===== src/rtl/sss_map.svh =====
`ifndef SSS_MAP_SVH
`define SSS_MAP_SVH

// ****************************************************************
// Register byte offsets on the Wishbone bus.
// ****************************************************************
`define SSS_TXCTL_OFS 8'h00
`define SSS_RXCTL_OFS 8'h04
`define SSS_TXDAT_OFS 8'h08
`define SSS_RXDAT_OFS 8'h0C
`define SSS_IRQCTL_OFS 8'h10
`define SSS_PIE_OFS 8'h14
`define SSS_PIR_OFS 8'h18
`define SSS_BAUD_OFS 8'h1C
`define SSS_BRGL_OFS 8'h20
`define SSS_BRGH_OFS 8'h24

// ****************************************************************
// Field positions.
// ****************************************************************
`define SSS_TX_CLOCK_SOURCE_MASTER 7
`define SSS_TX_TX9 6
`define SSS_TX_TRANSMIT_ENABLE 5
`define SSS_TX_SYNC 4
`define SSS_TX_TRMT 1
`define SSS_TX_NINTH_TX_BIT 0
`define SSS_RX_PORT_ENABLE 7
`define SSS_RX_RX9 6
`define SSS_RX_SINGLE_RX_ENABLE 5
`define SSS_RX_CONTINUOUS_RX_ENABLE 4
`define SSS_RX_OVERRUN_FLAG 1
`define SSS_RX_NINTH_RX_BIT 0
`define SSS_IRQ_GIE 7
`define SSS_IRQ_PERIPH_IRQ_ENABLE 6
`define SSS_PI_RC 5
`define SSS_PI_TX 4
`define SSS_BAUD_IDLE 6

// ****************************************************************
// Reset values, masks and counts.
// ****************************************************************
`define SSS_REG_RST 8'h00
`define SSS_BAUD_WMASK 8'h9B
`define SSS_LAST8 4'h7
`define SSS_LAST9 4'h8
`define SSS_FIFO_DEPTH 2'h2

`endif


===== src/rtl/sss_pkg.sv =====
package sss_pkg;

   // Operating mode of the port, one-hot.
   typedef enum logic [2:0] {
      SSS_OFF = 3'b001,
      SSS_TX = 3'b010,
      SSS_RX = 3'b100
   } sss_mode_t;

   // One character with its optional ninth bit.
   typedef struct packed {
      logic ninth;
      logic [7:0] data;
   } sss_char_t;

   // Synchroniser state.
   typedef struct packed {
      logic [1:0] meta;
      logic [1:0] q;
   } sss_sync_st_t;

   // Receive queue state.
   typedef struct packed {
      sss_char_t [1:0] mem;
      logic rd;
      logic wr;
      logic [1:0] cnt;
   } sss_fifo_st_t;

   // Port state.
   typedef struct packed {
      logic ack;
      logic [31:0] rdata;
      sss_mode_t mode;
      logic clock_source_master;
      logic tx9;
      logic transmit_enable;
      logic sync;
      logic ninth_tx_bit;
      logic port_enable;
      logic rx9;
      logic single_rx_enable;
      logic continuous_rx_enable;
      logic overrun_flag;
      logic global_irq_enable;
      logic periph_irq_enable;
      logic rx_irq_enable;
      logic tx_irq_enable;
      logic [7:0] baud;
      logic [7:0] brg_lo;
      logic [7:0] brg_hi;
      sss_char_t hold;
      logic hold_full;
      sss_char_t tx_shift_reg;
      logic tx_busy;
      logic [3:0] tx_cnt;
      logic [8:0] rx_shift_reg;
      logic [3:0] rx_cnt;
      logic ck_prev;
      logic dt_out;
      logic wake;
      logic vector;
   } sss_st_t;

endpackage : sss_pkg


===== src/rtl/sss_sync.sv =====
`timescale 1ns/1ps

module sss_sync (
   // Clock and reset.
   input wire logic clk_i,
   input wire logic rst_i,
   // Pin levels.
   input wire logic [1:0] d_i,
   output logic [1:0] q_o
);

   sss_pkg::sss_sync_st_t st;
   sss_pkg::sss_sync_st_t next_st;

   // Two stages; only the second stage is seen outside.
   always_comb begin
      next_st = st;
      next_st.meta = d_i;
      next_st.q = st.meta;
   end

   // State register.
   always_ff @(posedge clk_i) begin
      if (rst_i) begin
         st <= '0;
      end else begin
         st <= next_st;
      end
   end

   assign q_o = st.q;

endmodule : sss_sync


===== src/rtl/sss_rx_fifo.sv =====
`timescale 1ns/1ps
`include "sss_map.svh"

module sss_rx_fifo (
   // Clock and reset.
   input wire logic clk_i,
   input wire logic rst_i,
   // Fill side.
   input wire logic push_i,
   input wire sss_pkg::sss_char_t char_i,
   input wire logic flush_i,
   // Drain side.
   input wire logic pop_i,
   output sss_pkg::sss_char_t head_o,
   output logic empty_o,
   output logic full_o
);

   sss_pkg::sss_fifo_st_t st;
   sss_pkg::sss_fifo_st_t next_st;
   logic push_ok;
   logic pop_ok;

   assign push_ok = push_i & (st.cnt != `SSS_FIFO_DEPTH);
   assign pop_ok = pop_i & (st.cnt != 2'h0);

   // Two-entry queue; a push into a full queue is dropped here.
   always_comb begin
      next_st = st;
      if (flush_i) begin
         next_st = '0;
      end else begin
         if (push_ok) begin
            next_st.mem[st.wr] = char_i;
            next_st.wr = ~st.wr;
         end
         if (pop_ok) begin
            next_st.rd = ~st.rd;
         end
         next_st.cnt = st.cnt + {1'b0, push_ok} - {1'b0, pop_ok};
      end
   end

   // State register.
   always_ff @(posedge clk_i) begin
      if (rst_i) begin
         st <= '0;
      end else begin
         st <= next_st;
      end
   end

   assign head_o = st.mem[st.rd];
   assign empty_o = (st.cnt == 2'h0);
   assign full_o = (st.cnt == `SSS_FIFO_DEPTH);

endmodule : sss_rx_fifo


===== src/rtl/sss_port.sv =====
// Summary of operation
// - Sync select bit enables synchronous operation.
// - Master bit clear: clock from pin.
// - Both receive enables clear means transmit.
// - Port enable gates and resets port.
// - First written character loads shifter at once.
// - Second character waits; transmit flag stays clear.
// - After shift-out, reload then set flag.
// - Transmit flag with enables wakes core.
// - Slave receiver is never idle; the idle bit here reads set while the bit count is zero.
// - Single receive enable ignored in slave; here it selects receive mode just as the continuous enable does.
// - Character received in sleep reaches data.
// - Receive interrupt wakes core, vector if global.
// - Receive flag set on character completion.
// - Clearing continuous enable or port clears overrun.
// - Clock driver off; data on leading edge.
// - Two-deep queue; third sets overrun, blocks.
// - Only synchronous slave runs during sleep.
//
// The address map and the Wishbone interface to the registers were left to the implementer.
`timescale 1ns/1ps
`include "sss_map.svh"

module sss_port (
   // Clock and reset.
   input wire logic clk_i,
   input wire logic rst_i,
   // Wishbone slave.
   input wire logic wb_cyc_i,
   input wire logic wb_stb_i,
   input wire logic wb_we_i,
   input wire logic [7:0] wb_adr_i,
   input wire logic [3:0] wb_sel_i,
   input wire logic [31:0] wb_dat_i,
   output logic [31:0] wb_dat_o,
   output logic wb_ack_o,
   // Serial clock pin.
   input wire logic ck_i,
   input wire logic ck_analog_i,
   output logic ck_o,
   output logic ck_oe_o,
   // Serial data pin.
   input wire logic dt_i,
   input wire logic dt_analog_i,
   output logic dt_o,
   output logic dt_oe_o,
   // Core wake.
   output logic wake_o,
   output logic vector_o
);

   // ****************************************************************
   // Signals
   // ****************************************************************
   sss_pkg::sss_st_t st;
   sss_pkg::sss_st_t next_st;
   logic [1:0] pin_raw;
   logic [1:0] pin_s;
   logic ck_s;
   logic dt_s;
   logic ck_rise;
   logic ck_fall;
   logic req;
   logic [3:0] last_tx;
   logic [3:0] last_rx;
   logic [8:0] tsr_bits;
   logic [8:0] rx_bits;
   logic push;
   logic pop;
   logic flush;
   sss_pkg::sss_char_t push_char;
   sss_pkg::sss_char_t head;
   logic fifo_empty;
   logic fifo_full;
   logic transmit_interrupt_flag;
   logic receive_interrupt_flag;

   // ****************************************************************
   // Pin capture
   // ****************************************************************
   // Raw pin levels go straight into the synchroniser, untouched by logic.
   assign pin_raw = {ck_i, dt_i};

   sss_sync u_sync (
      .clk_i(clk_i),
      .rst_i(rst_i),
      .d_i(pin_raw),
      .q_o(pin_s)
   );

   // Both pins share one synchroniser; an analog-selected pin reads low.
   assign ck_s = pin_s[1] & ~ck_analog_i;
   assign dt_s = pin_s[0] & ~dt_analog_i;
   assign ck_rise = ck_s & ~st.ck_prev;
   assign ck_fall = ~ck_s & st.ck_prev;

   // ****************************************************************
   // Receive queue
   // ****************************************************************
   sss_rx_fifo u_fifo (
      .clk_i(clk_i),
      .rst_i(rst_i),
      .push_i(push),
      .char_i(push_char),
      .flush_i(flush),
      .pop_i(pop),
      .head_o(head),
      .empty_o(fifo_empty),
      .full_o(fifo_full)
   );

   // Derived terms for the engines and the bus.
   assign req = wb_cyc_i & wb_stb_i & ~st.ack;
   assign last_tx = st.tx9 ? `SSS_LAST9 : `SSS_LAST8;
   assign last_rx = st.rx9 ? `SSS_LAST9 : `SSS_LAST8;
   assign tsr_bits = {st.tx_shift_reg.ninth, st.tx_shift_reg.data};
   assign transmit_interrupt_flag = ~st.hold_full;
   assign receive_interrupt_flag = ~fifo_empty;

   // ****************************************************************
   // Next-state logic
   // ****************************************************************
   // One process drives the whole port; later sections override earlier.
   always_comb begin
      next_st = st;
      push = 1'b0;
      pop = 1'b0;
      flush = 1'b0;
      push_char = '0;
      rx_bits = st.rx_shift_reg;
      next_st.ck_prev = ck_s;
      next_st.ack = req;
      next_st.rdata = '0;

      // Only slave synchronous modes run at all, so sleep changes nothing.
      if (!st.port_enable || !st.sync || st.clock_source_master) begin
         next_st.mode = sss_pkg::SSS_OFF;
      end else if (st.single_rx_enable || st.continuous_rx_enable) begin
         next_st.mode = sss_pkg::SSS_RX;
      end else if (st.transmit_enable) begin
         next_st.mode = sss_pkg::SSS_TX;
      end else begin
         next_st.mode = sss_pkg::SSS_OFF;
      end

      // Transmit: load from holding, drive on rise, count on fall.
      if (st.mode == sss_pkg::SSS_TX) begin
         if (!st.tx_busy && st.hold_full) begin
            next_st.tx_shift_reg = st.hold;
            next_st.tx_busy = 1'b1;
            next_st.tx_cnt = '0;
            next_st.hold_full = 1'b0;
         end else if (st.tx_busy && ck_rise) begin
            next_st.dt_out = tsr_bits[st.tx_cnt];
         end else if (st.tx_busy && ck_fall) begin
            if (st.tx_cnt == last_tx) begin
               next_st.tx_busy = 1'b0;
               next_st.tx_cnt = '0;
            end else begin
               next_st.tx_cnt = st.tx_cnt + 4'h1;
            end
         end
      end

      // The overrun clears first so that a new overrun still sets it.
      if (!st.continuous_rx_enable) begin
         next_st.overrun_flag = 1'b0;
      end

      // Receive: sample on the trailing edge, stop while overrun stands.
      if (st.mode == sss_pkg::SSS_RX && !st.overrun_flag && ck_fall) begin
         rx_bits[st.rx_cnt] = dt_s;
         next_st.rx_shift_reg = rx_bits;
         if (st.rx_cnt == last_rx) begin
            next_st.rx_cnt = '0;
            if (fifo_full) begin
               next_st.overrun_flag = 1'b1;
            end else begin
               push = 1'b1;
               push_char.ninth = st.rx9 & rx_bits[8];
               push_char.data = rx_bits[7:0];
            end
         end else begin
            next_st.rx_cnt = st.rx_cnt + 4'h1;
         end
      end

      // Register writes; only the low byte lane carries data.
      if (req && wb_we_i && wb_sel_i[0]) begin
         unique case (wb_adr_i)
            `SSS_TXCTL_OFS: begin
               next_st.clock_source_master = wb_dat_i[`SSS_TX_CLOCK_SOURCE_MASTER];
               next_st.tx9 = wb_dat_i[`SSS_TX_TX9];
               next_st.transmit_enable = wb_dat_i[`SSS_TX_TRANSMIT_ENABLE];
               next_st.sync = wb_dat_i[`SSS_TX_SYNC];
               next_st.ninth_tx_bit = wb_dat_i[`SSS_TX_NINTH_TX_BIT];
            end
            `SSS_RXCTL_OFS: begin
               next_st.port_enable = wb_dat_i[`SSS_RX_PORT_ENABLE];
               next_st.rx9 = wb_dat_i[`SSS_RX_RX9];
               next_st.single_rx_enable = wb_dat_i[`SSS_RX_SINGLE_RX_ENABLE];
               next_st.continuous_rx_enable = wb_dat_i[`SSS_RX_CONTINUOUS_RX_ENABLE];
            end
            `SSS_TXDAT_OFS: begin
               next_st.hold.ninth = st.ninth_tx_bit;
               next_st.hold.data = wb_dat_i[7:0];
               next_st.hold_full = 1'b1;
            end
            `SSS_IRQCTL_OFS: begin
               next_st.global_irq_enable = wb_dat_i[`SSS_IRQ_GIE];
               next_st.periph_irq_enable = wb_dat_i[`SSS_IRQ_PERIPH_IRQ_ENABLE];
            end
            `SSS_PIE_OFS: begin
               next_st.rx_irq_enable = wb_dat_i[`SSS_PI_RC];
               next_st.tx_irq_enable = wb_dat_i[`SSS_PI_TX];
            end
            `SSS_BAUD_OFS: next_st.baud = wb_dat_i[7:0] & `SSS_BAUD_WMASK;
            `SSS_BRGL_OFS: next_st.brg_lo = wb_dat_i[7:0];
            `SSS_BRGH_OFS: next_st.brg_hi = wb_dat_i[7:0];
            default: ;
         endcase
      end

      // Register reads; unmapped words read as zero.
      if (req && !wb_we_i) begin
         unique case (wb_adr_i)
            `SSS_TXCTL_OFS: begin
               next_st.rdata[`SSS_TX_CLOCK_SOURCE_MASTER] = st.clock_source_master;
               next_st.rdata[`SSS_TX_TX9] = st.tx9;
               next_st.rdata[`SSS_TX_TRANSMIT_ENABLE] = st.transmit_enable;
               next_st.rdata[`SSS_TX_SYNC] = st.sync;
               next_st.rdata[`SSS_TX_TRMT] = ~st.tx_busy;
               next_st.rdata[`SSS_TX_NINTH_TX_BIT] = st.ninth_tx_bit;
            end
            `SSS_RXCTL_OFS: begin
               next_st.rdata[`SSS_RX_PORT_ENABLE] = st.port_enable;
               next_st.rdata[`SSS_RX_RX9] = st.rx9;
               next_st.rdata[`SSS_RX_SINGLE_RX_ENABLE] = st.single_rx_enable;
               next_st.rdata[`SSS_RX_CONTINUOUS_RX_ENABLE] = st.continuous_rx_enable;
               next_st.rdata[`SSS_RX_OVERRUN_FLAG] = st.overrun_flag;
               next_st.rdata[`SSS_RX_NINTH_RX_BIT] = head.ninth;
            end
            `SSS_RXDAT_OFS: begin
               next_st.rdata[7:0] = head.data;
               pop = receive_interrupt_flag;
            end
            `SSS_IRQCTL_OFS: begin
               next_st.rdata[`SSS_IRQ_GIE] = st.global_irq_enable;
               next_st.rdata[`SSS_IRQ_PERIPH_IRQ_ENABLE] = st.periph_irq_enable;
            end
            `SSS_PIE_OFS: begin
               next_st.rdata[`SSS_PI_RC] = st.rx_irq_enable;
               next_st.rdata[`SSS_PI_TX] = st.tx_irq_enable;
            end
            `SSS_PIR_OFS: begin
               next_st.rdata[`SSS_PI_RC] = receive_interrupt_flag;
               next_st.rdata[`SSS_PI_TX] = transmit_interrupt_flag;
            end
            `SSS_BAUD_OFS: begin
               next_st.rdata[7:0] = st.baud;
               next_st.rdata[`SSS_BAUD_IDLE] = (st.rx_cnt == 4'h0);
            end
            `SSS_BRGL_OFS: next_st.rdata[7:0] = st.brg_lo;
            `SSS_BRGH_OFS: next_st.rdata[7:0] = st.brg_hi;
            default: ;
         endcase
      end

      // A disabled port drops every character in flight.
      if (!st.port_enable) begin
         next_st.hold_full = 1'b0;
         next_st.tx_busy = 1'b0;
         next_st.tx_cnt = '0;
         next_st.rx_cnt = '0;
         next_st.overrun_flag = 1'b0;
         next_st.dt_out = 1'b0;
         flush = 1'b1;
         push = 1'b0;
      end

      // Wake and vector requests follow the flags and enables.
      next_st.wake = st.periph_irq_enable & ((transmit_interrupt_flag & st.tx_irq_enable) | (receive_interrupt_flag & st.rx_irq_enable));
      next_st.vector = next_st.wake & st.global_irq_enable;
   end

   // State register.
   always_ff @(posedge clk_i) begin
      if (rst_i) begin
         st <= '0;
         st.mode <= sss_pkg::SSS_OFF;
      end else begin
         st <= next_st;
      end
   end

   // ****************************************************************
   // Outputs
   // ****************************************************************
   // The clock driver never turns on; the master owns that wire.
   assign ck_o = 1'b0;
   assign ck_oe_o = 1'b1;
   assign dt_o = st.dt_out;
   assign dt_oe_o = (st.mode != sss_pkg::SSS_TX);
   assign wb_ack_o = st.ack;
   assign wb_dat_o = st.rdata;
   assign wake_o = st.wake;
   assign vector_o = st.vector;
endmodule : sss_port


===== config.mk =====
export PLATFORM = sky130hd
export DESIGN_NAME = sss_port
export DESIGN_NICKNAME = d
export VERILOG_FILES = /design/src/rtl/sss_pkg.sv /design/src/rtl/sss_sync.sv /design/src/rtl/sss_rx_fifo.sv /design/src/rtl/sss_port.sv
export VERILOG_INCLUDE_DIRS = /design/src /design/src/rtl
export SDC_FILE = /design/constraint.sdc
export NUM_CORES = 1
export LEC_CHECK = 0
export ABC_AREA = 1
export BUFFER_PORTS_ARGS = -buffer_cell sky130_fd_sc_hd__buf_2
export CAP_MARGIN = 20
export CORE_ASPECT_RATIO = 1.25
export CORE_MARGIN = 3
export CORE_UTILIZATION = 45
export DETAILED_ROUTE_END_ITERATION = 8
export HOLD_SLACK_MARGIN = 0.12
export PLACE_DENSITY = 0.7
export SETUP_SLACK_MARGIN = 0.15
export SLEW_MARGIN = 20
export SYNTH_ARGS = -nofsm -noshare
export SYNTH_HDL_FRONTEND = slang
export SYNTH_SLANG_ARGS = --single-unit

===== constraint.sdc =====
create_clock -name clk_i -period 3.26 [get_ports clk_i]
set_input_delay 0.489 -clock clk_i [delete_from_list [all_inputs] [get_ports clk_i]]
set_output_delay 0.489 -clock clk_i [all_outputs]
set_load 0.05 [all_outputs]

==> impl_metrics.json, run 1 <==
{
  "clock-sinks": 114,
  "synth_ff_type": "dfxtp_1",
  "synth_seq_cells": 114,
  "io_pins": 92,
  "worst_pin_slew_ns": 0.5787,
  "cts_tree": "yes",
  "timing_hold_violations_final": 0,
  "reg2reg_depth": 7,
  "placed_cells": 997,
  "cp-start-kind": "input pin",
  "h-tree-depth": 4,
  "num_rows": 44,
  "place_area_um2": 5699,
  "worstHoldPathCells": 3,
  "core_region_area_um2": 11840,
  "yosysSeqAreaShare": 0.4103,
  "num_vias": 4854,
  "clk_pin_slew_ns": 0.06,
  "finClkSkew_ns": 0.006741,
  "start_util": 0.4700,
  "syn_area_um2": 5563,
  "first_global_vias": 4421,
  "wl_per_cell_um": 12.26,
  "finalNonFillerCells": 1029,
  "timing.final.crit_share": 0.6214,
  "crit_required_ns": 3.60,
  "endpoint_kind": "flop",
  "first_pass_iters": 4,
  "grt_overflow": 0,
  "die-area_um2": 13740,
  "leakage_nw": 2.807,
  "report.final.slew_viol_count": 0,
  "seq_area_um2": 2282,
  "max_freq_mhz": 493.6,
  "synth_edf_count": 0,
  "rsz0062_at_grt": "false",
  "die_w_um": 105.4,
  "cts_buffers": 17,
  "max_slew_margin": 0.6137,
  "die_h_um": 130.3,
  "post_cts.repair.setup_buffers": 0,
  "critPathArrivalTime_ns": 2.37,
  "status": "finished, final reports clean",
  "hold_path_class": "input pin to flop",
  "total_power_mw": 3.480,
  "worstSetupPathType": "input pin to flop",
  "track_usage": 0.1906,
  "ctsHoldBuffers": 0,
  "drc": 0,
  "final_cell_mix": "nand2_1, nor2_1, dfxtp_1, inv_1, o21ai_0",
  "drive_gt1_frac": 0.1025,
  "first_iter_violations": 318,
  "period_needed_ns": 2.026,
  "antenna_found_initial": 0,
  "postRouteAntennaNets": 0,
  "critPathMaxFanout": 6,
  "vias_per_cell": 4.717,
  "multi_input_area_um2": 2605,
  "maxCapViolations": 0,
  "ys_warn_count": 0,
  "root_buffer": "clkbuf_16",
  "ys_types": 32,
  "area_growth_pct": 13.63,
  "syn_area_per_cell_um2": 6.743,
  "fin_nets": 915,
  "tns_ns": 0,
  "hpwl_mm": 8.952,
  "final_common_cell": "nand2_1",
  "io_buffers": 38,
  "vdd_drop_max_mv": 0.3561,
  "power.density_nw_per_um2": 550.5,
  "num_antenna_cells": 0,
  "final_cell_area_um2": 6321,
  "grt_pass1_wl_mm": 20.64,
  "routed_wl_mm": 12.62,
  "synth_cells": 825,
  "worstSkewPairLatency_ns": 0.41,
  "place_congestion": 0.8563,
  "fill_cells": 1195,
  "post_cts_resized": 0,
  "synthArstFlopShare": 0,
  "setup_viol": 0,
  "grt_max_degree": 52,
  "cts_buffer_depth": 2
}
==> state kept, by name (all words and copies together) (netlist names) <==
signal / count
st: 76
u_fifo.st: 22
wb_dat_o: 8
u_sync.next_st: 2
u_sync.q_o: 2
dt_o: 1
vector_o: 1
wake_o: 1
wb_ack_o: 1
==> kinds of logic after synthesis <==
| family | after synthesis | share of synthesized area |
|---|---|---|
| DFF | 114 | 0.4103 |
| and+or+nand+nor | 388 | 0.2920 |
| xor gates and xnor gates | 5 | 0.007872 |
| adders and majority gates | 7 | 0.01574 |
| buffers and inverters | 161 | 0.1377 |
| other | 2 | 0.001350 |
| AOI/OAI and AO/OA | 148 | 0.1352 |
==> power by group <==
part,leakage [nW],total [mW],internal [mW],switching (mW)
Combinational,1.60,0.143,0.0239,0.119
Clock,0.292,1.94,1.27,0.672
Sequential,0.919,1.40,1.40,0.000971
==> metal layers <==
| layer | part of all wire | global-route usage | vias to the layer above | routed length, um |
|---|---|---|---|---|
| li1 | - | - | 2583 | - |
| met1 | 0.44 | 0.2288 | 2147 | 5601 |
| met2 | 0.50 | 0.3292 | 110 | 6263 |
| met3 | 0.042 | 0.04849 | 14 | 534 |
| met4 | 0.018 | 0.07259 | 0 | 221 |
| met5 | 0 | 0 | - | 0 |
==> per-stage QoR <==
stage / setup slack (ns) / util / hold WS, ns
after floorplan: 1.221 / - / 0.3883
after global placement: 0.8848 / 0.4815 / 0.3888
after detailed placement: 0.8689 / 0.4815 / 0.3965
after CTS: 1.268 / 0.5340 / 0.2693
after global routing: 0.9797 / 0.5340 / 0.2949
final: 1.234 / 0.5340 / 0.2768
==> Yosys cell counts, types with 2 or more instances <==
cell,number,share of area
nand2_1,183,0.12
nor2_1,151,0.10
dfxtp_1,114,0.41
inv_1,107,0.072
o21ai_0,79,0.071
a21oi_1,63,0.057
buf_4,35,0.047
nand3_1,29,0.026
clkbuf_1,11,0.0074
ha_1,7,0.016
nor3_1,6,0.0054
nor2_4,5,0.010
buf_2,4,0.0036
nand3_2,4,0.0072
xor2_1,4,0.0063
nor2_2,3,0.0034
a31oi_1,2,0.0022
buf_6,2,0.0040
conb_1,2,0.0014
nand4_4,2,0.0076
==> worst max-delay path: stages <==
cell and delay, ns:
buf_2 0.10, nor2_2 0.17, nand3_2 0.16, inv_1 0.17
nand2_1 0.09, nor3_1 0.34, ha_1 0.21, inv_1 0.04
ha_1 0.18, or2_2 0.30, a21oi_1 0.12
==> final timing paths <==
check	from	end	slack (ns)
worst max-delay path	wb_adr_i[7]	u_fifo.st[1]	1.23
worst min-delay path	dt_i	u_sync.next_st[0]	0.28
worst max register to register	u_sync.q_o[1]	u_fifo.st[9]	1.40
worst min register to register	u_sync.next_st[0]	u_sync.q_o[0]	0.40
==> final cells by class <==
type | count | area share
clock buffer | 21 | 0.07443
tap | 161 | 0.03187
timing repair buffer | 40 | 0.03246
sequential | 114 | 0.3610
multi-input combinational | 574 | 0.4121
clock inverter | 11 | 0.02395
inverter | 108 | 0.06413
No activity file was read; power rests on OpenSTA's default activity.
==> run 2: changes to the inputs <==
- ABC_AREA: 1 -> 0
- clock period: 3.26 -> 1.9 ns (I/O delays scaled with it)
==> impl_metrics.json, run 2 <==
{
  "status": "finished, violations left",
  "violations": "negative setup slack",
  "first_global_vias": 4482,
  "hold_path_class": "input pin to flop",
  "setup_viol": 6,
  "track_usage": 0.2073,
  "maxCapViolations": 0,
  "postRouteAntennaNets": 0,
  "power.density_nw_per_um2": 819.2,
  "met3_length_um": 701,
  "multi_input_area_um2": 3129,
  "syn_area_um2": 5529,
  "timing.final.crit_share": 1.055,
  "core_region_area_um2": 11840,
  "syn_area_per_cell_um2": 8.666,
  "cp-start-kind": "input pin",
  "start_util": 0.4671,
  "critPathArrivalTime_ns": 2.29,
  "hpwl_mm": 9.831,
  "placed_cells": 842,
  "crit_required_ns": 2.19,
  "routed_wl_mm": 14.66,
  "highest_layer": "met4",
  "final_common_cell": "dfxtp_1",
  "clock-sinks": 114,
  "drc": 0,
  "synth_ff_type": "dfxtp_1",
  "finalNonFillerCells": 894,
  "wl_met1_mm": 5.839,
  "internal_power_mw": 4.415,
  "ys_warn_count": 0,
  "clk_pin_slew_ns": 0.06,
  "die_w_um": 105.1,
  "area_growth_pct": 28.58,
  "synth_top_cell_area_share": 0.4128,
  "cts_buffers": 17,
  "leakage_nw": 2.599,
  "p_sw_frac": 0.2419,
  "critPathMaxFanout": 2,
  "p_sw_mw": 1.409,
  "pre_cts_slack_ns": -0.5224,
  "antenna_found_initial": 0,
  "first_pass_iters": 7,
  "grt_overflow": 0,
  "synthArstFlopShare": 0,
  "h-tree-depth": 4,
  "synth_edf_count": 0,
  "synth_cells": 638,
  "dr_wl_met2_mm": 7.794,
  "num_rows": 44,
  "worstSkewPairLatency_ns": 0.42,
  "largest_reg_flops": 76,
  "cts_tree": "yes",
  "grt_pass1_wl_mm": 22.34,
  "synth_seq_cells": 114,
  "final.setup.worst_slack_ns": -0.1048,
  "die-area_um2": 13660,
  "synthTopCellsByCount": "dfxtp_1, nor2_1, mux2i_1, nand2_1, a21oi_1",
  "ys_types": 59,
  "drive_gt1_frac": 0.2879,
  "io_buffers": 38,
  "report.final.slew_viol_count": 0,
  "die_h_um": 129.9,
  "num_antenna_cells": 0,
  "rsz0062_at_grt": "true",
  "worstSetupPathType": "input pin to flop",
  "place_congestion": 0.8937,
  "first_iter_violations": 313,
  "p_comb_frac": 0.054,
  "wl_per_cell_um": 16.40,
  "period_needed_ns": 2.005,
  "synth_area_leader_cell": "dfxtp_1",
  "yosysSeqAreaShare": 0.4128,
  "synth_area_leaders": "dfxtp_1, mux2i_1, nor2_1, buf_4, a21oi_1",
  "hold_ws_ns": 0.1491,
  "root_buffer": "clkbuf_16",
  "final_cell_mix": "dfxtp_1, nor2_1, mux2i_1, nand2_1, buf_4",
  "power_frac_seq": 0.412,
  "num_vias": 4797,
  "synth.most_common_cell": "dfxtp_1",
  "cts_buffer_depth": 2,
  "fill_cells": 988,
  "endpoint_kind": "flop",
  "vias_per_cell": 5.366,
  "seq_area_um2": 2290,
  "finClkSkew_ns": 0.01510,
  "max_freq_mhz": 498.8,
  "vdd_drop_max_mv": 0.5800,
  "top_register": "st",
  "timing_hold_violations_final": 0,
  "fin_nets": 780,
  "clkPwrFrac": 0.535,
  "io_pins": 92,
  "grt_max_degree": 65
}
## run 2: changes by cell type after synthesis, moves of 6 or more
cell,delta
nor2_1,-67
nand2b_1,+6
a21oi_1,-14
o21ai_0,-57
mux2i_1,+65
nand2_1,-118
clkbuf_1,+15
inv_1,-93
nor2b_1,+11
mux2_2,+7
## run 2: final timing paths
path | start | endpoint | slack (ns) | cells past startpoint
worst min-delay path | wb_dat_i[2] | st[34] | 0.15 | 3
worst max-delay path | wb_adr_i[5] | u_fifo.st[1] | -0.10 | 10
worst min register to register | u_sync.next_st[1] | u_sync.q_o[1] | 0.44 | 1
worst max register to register | st[6] | u_fifo.st[1] | -0.08 | 8
## run 2: cells by family (layout without fill, tap and decap cells)
| logic type | after synthesis | count (layout) | share of synthesized area |
|---|---|---|---|
| and+or+nand+nor | 248 | 248 | 0.2261 |
| DFF | 114 | 114 | 0.4128 |
| AOI/OAI and AO/OA | 101 | 101 | 0.1089 |
| buffers and inverters | 85 | 156 | 0.08395 |
| muxes | 74 | 74 | 0.1401 |
| adders and majority gates | 7 | 7 | 0.01584 |
| xor gates and xnor gates | 7 | 7 | 0.01109 |
| other | 2 | 26 | 0.001358 |
## run 2: layer usage
metal	vias up	global-route usage
li1	2320	-
met1	2302	0.2374
met2	147	0.3744
met3	28	0.04255
met4	0	0.09266
met5	-	0
## run 2: worst max-delay path, cell delays in order
cell	delay [ns]
buf_6	0.09
or3_4	0.38
or3_4	0.39
nor4_4	0.30
ha_1	0.29
inv_2	0.08
ha_4	0.14
xor2_2	0.16
xnor2_1	0.13
nor2_1	0.05
## run 2: power groups by stage
stage	registers, mW	logic, mW	clock network, mW
after global placement	2.45	0.298	0
final	2.40	0.313	3.11
after CTS	2.40	0.305	3.16
after global routing	2.40	0.329	3.29
after detailed placement	2.45	0.299	0
after floorplan	2.45	0.242	0
## run 2: per-stage QoR
step | TNS (ns) | area (um^2) | total power [mW] | util
6_report | -0.2274 | 7109 | 5.824 | 0.6006
5_1_grt | -1.149 | 7109 | 6.012 | 0.6006
4_1_cts | -0.08907 | 6847 | 5.863 | 0.5784
3_5_place_dp | -1.658 | 6052 | 2.748 | 0.5113
3_3_place_gp | -1.403 | 6052 | 2.747 | 0.5113
2_1_floorplan | -0.7785 | 5649 | 2.694 | -
## run 2: layout make-up
cell class | count | share of cell area
clock buffer | 18 | 0.06037
inverter | 14 | 0.007392
clock inverter | 14 | 0.02200
sequential | 114 | 0.3221
tap | 161 | 0.02834
timing repair buffer | 110 | 0.1197
multi-input combinational | 463 | 0.4402
## run 2: repair_timing
action	CTS	global route
hold buffers	2	0
hold endpoints to repair	2	0
setup endpoints to repair	38	72
gates cloned	1	0
pin swaps	12	26
gates resized for setup	23	54
buffers inserted	8	10
